<file path="config.mk">
export PLATFORM = sky130hd
export DESIGN_NAME = pcg_top
export DESIGN_NICKNAME = d
export VERILOG_FILES = /design/src/pcg_dummy_unused.sv /design/src/pcg_pkg.sv /design/src/pcg_top.sv
export VERILOG_INCLUDE_DIRS = /design/src
export SDC_FILE = /design/constraint.sdc
export NUM_CORES = 1
export LEC_CHECK = 0
export ABC_AREA = 1
export BUFFER_PORTS_ARGS = -buffer_cell sky130_fd_sc_hd__buf_4
export CORE_MARGIN = 4
export CORE_UTILIZATION = 54
export DETAILED_ROUTE_END_ITERATION = 7
export GPL_ROUTABILITY_DRIVEN = 0
export HOLD_SLACK_MARGIN = 0.08
export PLACE_DENSITY = 0.84
export SYNTH_ARGS = -nofsm -noshare
export SYNTH_HDL_FRONTEND = slang
export SYNTH_SLANG_ARGS = --single-unit
</file>
<file path="constraint.sdc">
create_clock -name clk_i -period 1.8 [get_ports clk_i]
set_input_delay 0.09 -clock clk_i [delete_from_list [all_inputs] [get_ports clk_i]]
set_output_delay 0.09 -clock clk_i [all_outputs]
set_load 0.005 [all_outputs]
</file>
<file path="src/pcg_params.svh">
// Operation
// - Serial port A clocked by low-speed clock
// - Bit 7 gates serial port D clock
// - Bit 5 gates UART port C clock
// - Bit 4 gives two-wire full system clock
// - Sync bit 2 clear halts all PWM time-bases
// - Enabled PWM keeps system clock regardless
// - Sync set starts all time-bases together
// - Second register bits clock encoder/capture/PWM
// - Clock registers writable only while unlocked
`ifndef PCG_PARAMS_SVH
`define PCG_PARAMS_SVH

// ----------------------------------------
// Register map (byte addresses)
// ----------------------------------------
`define PCG_ADDR_W 4
`define PCG_OFF_ENABLE_0 4'h0
`define PCG_OFF_ENABLE_1 4'h4
`define PCG_OFF_UNLOCK 4'h8

// ----------------------------------------
// Field positions, first register and unlock register
// ----------------------------------------
`define PCG_BIT_SERIAL_A 8
`define PCG_BIT_SERIAL_D 7
`define PCG_BIT_UART_C 5
`define PCG_BIT_TWO_WIRE 4
`define PCG_BIT_TB_SYNC 2
`define PCG_EN0_WMASK 16'h01b4
`define PCG_UNLOCK_BIT 0

// ----------------------------------------
// Reset values and timing
// ----------------------------------------
`define PCG_EN0_RESET 16'h0000
`define PCG_EN1_RESET 16'h0000
`define PCG_CLK_HZ 10000000
`define PCG_LSP_DIV 4
`define PCG_LSP_CNT_W 2

`endif

</file>
<file path="src/pcg_dummy_unused.sv">
`default_nettype none
`default_nettype wire

</file>
<file path="src/pcg_pkg.sv">
`default_nettype none
package pcg_pkg;

	// Clock enables handed to the peripheral modules
	typedef struct packed {
		logic serial_port_a;
		logic serial_port_d;
		logic uart_port_c;
		logic two_wire;
		logic [1:0] encoder;
		logic [5:0] capture;
		logic [7:0] pwm;
		logic [7:0] pwm_timebase;
	} pcg_gate_t;

endpackage
`default_nettype wire

</file>
<file path="src/pcg_top.sv">
// Register access over Wishbone and the placing of the registers were decided locally.
`include "pcg_params.svh"
`default_nettype none
module pcg_top (
	input wire logic clk_i,
	input wire logic rst_i,
	input wire logic wb_cyc_i,
	input wire logic wb_stb_i,
	input wire logic wb_we_i,
	input wire logic [`PCG_ADDR_W-1:0] wb_adr_i,
	input wire logic [3:0] wb_sel_i,
	input wire logic [31:0] wb_dat_i,
	output logic [31:0] wb_dat_o,
	output logic wb_ack_o,
	output pcg_pkg::pcg_gate_t gate_o
);

	logic [15:0] peripheral_clock_enable_0;
	logic [15:0] peripheral_clock_enable_1;
	logic protected_write_unlock;
	logic [`PCG_LSP_CNT_W-1:0] lsp_cnt;
	logic low_speed_periph_clock;
	logic req;
	logic wr;
	logic clk_wr_ok;
	logic [15:0] lane_mask;
	logic [15:0] wdata;

	// ----------------------------------------
	// Overview
	// ----------------------------------------
	// Software owns two enable registers and a write key.
	// Low-speed ports get a one-cycle tick from the divider.
	// Full-rate modules get a level enable.
	// PWM time-bases also wait for the shared sync bit,
	// so setting it starts every enabled time-base on one edge.
	// Reserved bits of the first register never store; all sixteen of the second do.
	// All gates are registered, so they trail the register by one cycle.
	// The key itself is never locked, so software cannot shut itself out.

	// ----------------------------------------
	// Bus decode
	// ----------------------------------------

	// New request only when ack not already given
	assign req = wb_cyc_i & wb_stb_i & ~wb_ack_o;
	assign wr = req & wb_we_i;
	assign clk_wr_ok = wr & protected_write_unlock;
	assign lane_mask = {{8{wb_sel_i[1]}}, {8{wb_sel_i[0]}}};
	assign wdata = wb_dat_i[15:0];

	// ----------------------------------------
	// Write strobes
	// ----------------------------------------

	logic unlock_wr;
	logic en0_wr;
	logic en1_wr;

	// Key register is always open; it is the key itself
	assign unlock_wr = wr & (wb_adr_i == `PCG_OFF_UNLOCK) & wb_sel_i[0];
	// Clock registers take data only behind the key
	assign en0_wr = clk_wr_ok & (wb_adr_i == `PCG_OFF_ENABLE_0);
	assign en1_wr = clk_wr_ok & (wb_adr_i == `PCG_OFF_ENABLE_1);

	// Acknowledge every access one cycle after it is seen
	always_ff @(posedge clk_i) begin
		if (rst_i) begin
			wb_ack_o <= 1'b0;
		end else begin
			wb_ack_o <= req;
		end
	end

	logic [31:0] next_rd_data;

	// Read mux; unmapped offsets and reserved bits read zero
	always_comb begin
		unique case (wb_adr_i)
			`PCG_OFF_ENABLE_0: next_rd_data = {16'h0000, peripheral_clock_enable_0};
			`PCG_OFF_ENABLE_1: next_rd_data = {16'h0000, peripheral_clock_enable_1};
			`PCG_OFF_UNLOCK: next_rd_data = {31'h0000_0000, protected_write_unlock};
			default: next_rd_data = 32'h0000_0000;
		endcase
	end

	// Read data is captured once and stands until the next read
	always_ff @(posedge clk_i) begin
		if (rst_i) begin
			wb_dat_o <= 32'h0000_0000;
		end else if (req & ~wb_we_i) begin
			wb_dat_o <= next_rd_data;
		end
	end

	// ----------------------------------------
	// Registers
	// ----------------------------------------

	// Protect latch: opens and closes the clock registers
	always_ff @(posedge clk_i) begin
		if (rst_i) begin
			protected_write_unlock <= 1'b0;
		end else if (unlock_wr) begin
			protected_write_unlock <= wb_dat_i[`PCG_UNLOCK_BIT];
		end
	end

	logic [15:0] next_enable_0;
	logic [15:0] next_enable_1;

	// Byte-lane merge; reserved bits of the first register never store
	always_comb begin
		next_enable_0 = (peripheral_clock_enable_0 & ~lane_mask) | (wdata & lane_mask & `PCG_EN0_WMASK);
		next_enable_1 = (peripheral_clock_enable_1 & ~lane_mask) | (wdata & lane_mask);
	end

	// First enable register; only documented bits store
	always_ff @(posedge clk_i) begin
		if (rst_i) begin
			peripheral_clock_enable_0 <= `PCG_EN0_RESET;
		end else if (en0_wr) begin
			peripheral_clock_enable_0 <= next_enable_0;
		end
	end

	// Second enable register, all sixteen bits writable
	always_ff @(posedge clk_i) begin
		if (rst_i) begin
			peripheral_clock_enable_1 <= `PCG_EN1_RESET;
		end else if (en1_wr) begin
			peripheral_clock_enable_1 <= next_enable_1;
		end
	end

	// ----------------------------------------
	// Low-speed clock enable divider
	// ----------------------------------------

	logic lsp_last;

	// Terminal count; the tick flop follows it by one cycle
	assign lsp_last = (lsp_cnt == `PCG_LSP_CNT_W'(`PCG_LSP_DIV - 1));

	// One-cycle pulse every PCG_LSP_DIV system cycles, free-running
	always_ff @(posedge clk_i) begin
		if (rst_i) begin
			lsp_cnt <= '0;
			low_speed_periph_clock <= 1'b0;
		end else begin
			lsp_cnt <= lsp_cnt + `PCG_LSP_CNT_W'(1);
			low_speed_periph_clock <= lsp_last;
		end
	end

	// ----------------------------------------
	// Gated clock enables, low-speed ports
	// ----------------------------------------

	logic next_serial_port_a;
	logic next_serial_port_d;
	logic next_uart_port_c;

	// Low-speed ports see a tick only while enabled
	always_comb begin
		next_serial_port_a = peripheral_clock_enable_0[`PCG_BIT_SERIAL_A] & low_speed_periph_clock;
		next_serial_port_d = peripheral_clock_enable_0[`PCG_BIT_SERIAL_D] & low_speed_periph_clock;
		next_uart_port_c = peripheral_clock_enable_0[`PCG_BIT_UART_C] & low_speed_periph_clock;
	end

	// ----------------------------------------
	// Gated clock enables, full-rate modules
	// ----------------------------------------

	logic next_two_wire;
	logic [1:0] next_encoder;
	logic [5:0] next_capture;
	logic [7:0] next_pwm;

	// Full-rate modules follow their enable bit as a level
	always_comb begin
		next_two_wire = peripheral_clock_enable_0[`PCG_BIT_TWO_WIRE];
		next_encoder = peripheral_clock_enable_1[15:14];
		next_capture = peripheral_clock_enable_1[13:8];
		next_pwm = peripheral_clock_enable_1[7:0];
	end

	// ----------------------------------------
	// PWM time-base gating, one slice per channel
	// ----------------------------------------

	logic tb_run;
	logic [7:0] next_pwm_timebase;

	// Sync bit is shared, so every channel sees it in the same cycle
	assign tb_run = peripheral_clock_enable_0[`PCG_BIT_TB_SYNC];

	// A time-base runs only when its module is clocked and sync is set
	generate
		for (genvar ch = 0; ch < 8; ch++) begin : g_pwm_ch
			assign next_pwm_timebase[ch] = peripheral_clock_enable_1[ch] & tb_run;
		end
	endgenerate

	// ----------------------------------------
	// Output register
	// ----------------------------------------

	// Every gate leaves through one flop, so all time-bases start on one edge
	always_ff @(posedge clk_i) begin
		if (rst_i) begin
			gate_o <= '0;
		end else begin
			gate_o.serial_port_a <= next_serial_port_a;
			gate_o.serial_port_d <= next_serial_port_d;
			gate_o.uart_port_c <= next_uart_port_c;
			gate_o.two_wire <= next_two_wire;
			gate_o.encoder <= next_encoder;
			gate_o.capture <= next_capture;
			gate_o.pwm <= next_pwm;
			gate_o.pwm_timebase <= next_pwm_timebase;
		end
	end

endmodule
`default_nettype wire

</file>
==> metrics.md <==
| Metric | Value |
|---|---|
| Clock network latency to the later pin of the worst-skew pair | `350 ps` |
| Num rows | `27` |
| Count of flip-flops with a built-in enable after synthesis | `0` |
| Aggregate global routing overflow | `0` |
| Detailed-placement wirelength estimate | `4970 microns` |
| Seq pwr share | `0.509` |
| Combinational cell fraction of total power | `0.054` |
| Antenna Nets Post-Route | `0` |
| TritonCTS clock tree | `yes` |
| Final-report max-slew violation count | `0` |
| Psw | `742 uW` |
| First-pass iteration count of the detailed router | `4` |
| Total buffers and inverters traversed by the critical path | `2` |
| Area Overhead vs Synth | `26.6%` |
| Area of the die | `7320 sq um` |
| Worst reg2reg path startpoint | `wb_ack_o` |
| Crit path max-delay family | `simple AND/OR/NAND/NOR gates` |
| Cell mode on critical path | `sky130_fd_sc_hd__inv_1` |
| Initial detailed-routing violation count | `210` |
| Number of CTS-inserted buffers | `9` |
| Number of buffers on the longest clock path | `2` |
| Yosys warning total | `0` |
| Largest fanout on the critical path | `14` |
| Crit Path Class | `reg -> reg` |
| Switching Fraction | `0.210` |
| Number of max-cap violations | `0` |
| Most used standard cell by instance count after synthesis | `sky130_fd_sc_hd__nand2_1` |
| CTS clk-pin slew, worst paths | `80 ps` |
| Number of hold violations in the final report | `0` |
| Total wirelength of the detailed-routed design | `7240 microns` |
| Post-synth ARST share | `0` |
| Number of setup buffers added after CTS | `0` |
| Vias in the first global route | `2699` |
| Area share of the largest cell type after synthesis | `0.499` |
| Sequential fraction of the synthesis area | `0.499` |
| Category of the worst setup path capture point | `flop` |
| DR DRC count | `0` |
| Number of storage elements in the synthesis netlist | `81` |
| Routed via count | `2866` |
| Number of distinct library cells after synthesis | `24` |
| Crit path required time | `2080 ps` |
| Most frequently used flop master after synthesis | `sky130_fd_sc_hd__dfxtp_1` |
| Standby leakage power | `2.03 nW` |
| Worst hold path cell count | `5` |
| Power per Cell Area | `860 nW/um^2` |
| Source of the worst hold timing path | `wb_dat_i[3]` |
| Worst setup SP type | `flop` |
| Total routing usage reported by global routing | `0.207` |
| Nets | `568` |
| Sinks on Clock Net | `81` |
| Flop2flop setup slack | `360 ps` |
| Class of the tightest hold or removal check | `in -> reg` |
| Number of inserted diodes | `0` |
| Instance count of the mapped netlist | `440` |
| Outcome | `finished, final reports clean` |
| Initial Util | `0.572` |
| Setup clock skew after layout | `7.95 ps` |
| Cell types with the largest area share after synthesis | `sky130_fd_sc_hd__dfxtp_1 50%, sky130_fd_sc_hd__nand2_1 13%, sky130_fd_sc_hd__inv_1 9.0%` |
| Die extent in y | `85.5 microns` |
| Cells along the critical path | `inv_1, nand4_1, nor2_4, nand3_2, nand2_1, inv_1, nor2_1` |
| Ranking of synthesized cells by instance count | `115 x sky130_fd_sc_hd__nand2_1, 81 x sky130_fd_sc_hd__dfxtp_1, 78 x sky130_fd_sc_hd__inv_1` |
| Hold Worst Slack | `90.6 ps` |
| Cells on worst reg2reg path | `7` |
| Design area | `4110 sq um` |
| Core region area | `5680 sq um` |
| Setup TNS | `0 ps` |
| Floorplan die width | `85.5 microns` |
| Count of boundary I/O pins | `106` |
| Worst Slack Setup Final | `364 ps` |
| Maximum number of pins on one net before global-route repair | `49` |
| Clock root buffer | `sky130_fd_sc_hd__clkbuf_8` |
| Internal Dissipation | `2.79 mW` |
| Period Utilization, post-route | `0.798` |
| Arrival time of the worst setup path | `1720 ps` |
| Vias per std cell | `4.79` |
| Peak VDD IR | `0.574 mV` |
| Worst setup slack after placement | `381 ps` |
| Standard cell area after detailed placement | `3760 sq um` |
| Buffers added on ports | `71` |
| Worst path slowest cell | `sky130_fd_sc_hd__dfxtp_1` |
| Max Clk Rate | `0.697 GHz` |
| Clk pwr share | `0.438` |
| Global-route wire length before repair | `12100 microns` |
| Clock period minus final worst setup slack | `1440 ps` |
| CTS HTree Levels | `3` |
| Number of antenna violations at the first check in global routing | `0` |
| Layout cell share with drive strength beyond 1 | `0.198` |
| Unrepaired setup endpoints after global routing | `no` |
| Avg Inst Size Synth | `7.38 sq um` |
| Drt wl/cell | `12.1 microns` |
| Slowest Stage Delay on Critical Path | `320 ps` |
| Final setup vio count | `0` |
| Post-synthesis cell type with the largest combined area | `sky130_fd_sc_hd__dfxtp_1` |
| Share of the core filled with cells in the final layout | `0.724` |
| Total standard cell area after synthesis | `3250 sq um` |
tightest hold or removal path: stages:
cell                      delay, ps
sky130_fd_sc_hd__buf_4           80
sky130_fd_sc_hd__inv_1           40
sky130_fd_sc_hd__nand4_1         80
sky130_fd_sc_hd__nand2_1         40
sky130_fd_sc_hd__nor2_1          70
layout by cell type (no fill, tap or decap), types with 4 or more instances in the layout:
cell type	n
sky130_fd_sc_hd__a21oi_1	16
sky130_fd_sc_hd__nor3_1	11
sky130_fd_sc_hd__o21ai_0	4
sky130_fd_sc_hd__conb_1	16
sky130_fd_sc_hd__nand4_1	23
sky130_fd_sc_hd__dfxtp_1	81
sky130_fd_sc_hd__buf_4	78
sky130_fd_sc_hd__dlygate4sd3_1	12
sky130_fd_sc_hd__nor2_1	48
sky130_fd_sc_hd__inv_1	78
sky130_fd_sc_hd__clkbuf_8	9
sky130_fd_sc_hd__nand3_2	5
sky130_fd_sc_hd__nand2_1	115
sky130_fd_sc_hd__nand3_1	14
power by group through the flow:
stage	combinational, mW	sequential (mW)	clock, mW
global placement	0.163	1.84	0
CTS	0.187	1.80	1.57
finish	0.189	1.80	1.55
global route	0.211	1.80	1.64
detailed placement	0.166	1.84	0
floorplan	0.119	1.84	0
metrics by stage:
step	cells	power, mW
after floorplan	455	1.96
after global placement	571	2.00
after detailed placement	571	2.01
after CTS	598	3.56
after global routing	598	3.65
final	598	3.53
timing repair:
action | in CTS | in global routing
endpoints found under the hold margin | 12 | 0
resized for setup | 0 | 0
hold buffers | 12 | 0
worst max path at each step:
stage                     cells past startpoint  slack (ps)     endpoint      from
after floorplan                               7         620  wb_dat_o[5]  wb_ack_o
after global placement                        7         430         flop  wb_ack_o
after detailed placement                      7         380         flop  wb_ack_o
after CTS                                     7         350         flop  wb_ack_o
after global routing                          7         180         flop  wb_ack_o
final                                         7         360         flop  wb_ack_o
metal layers:
metal / share of wire / up-vias / wire length, microns / global-route usage
li1: - / 1462 / - / -
met1: 0.40 / 1281 / 2930 / 0.244
met2: 0.50 / 105 / 3640 / 0.352
met3: 0.068 / 18 / 490 / 0.0375
met4: 0.025 / 0 / 180 / 0.118
met5: 0 / - / 0 / 0
area by class of cell:
class | instances | area [sq um]
flip-flops and latches | 81 | 1620
inverters | 81 | 305
clock buffers | 10 | 128
fillers | 447 | 1570
multi-input cells | 259 | 1150
clock inverters | 5 | 104
repair buffers | 90 | 706
well taps | 72 | 90.1
cell families (layout without fill, tap and decap cells):
logic type                 count (synthesis)  after routing  share of synthesized area
adders and majority gates                  1              1                    0.00385
buffers and inverters                    115            186                      0.162
and+or+nand+nor                          221            221                      0.301
other                                      1             16                    0.00115
DFF                                       81             81                      0.499
AOI/OAI and AO/OA                         21             21                     0.0324
Note: power is estimated with default switching activity, not from simulation.
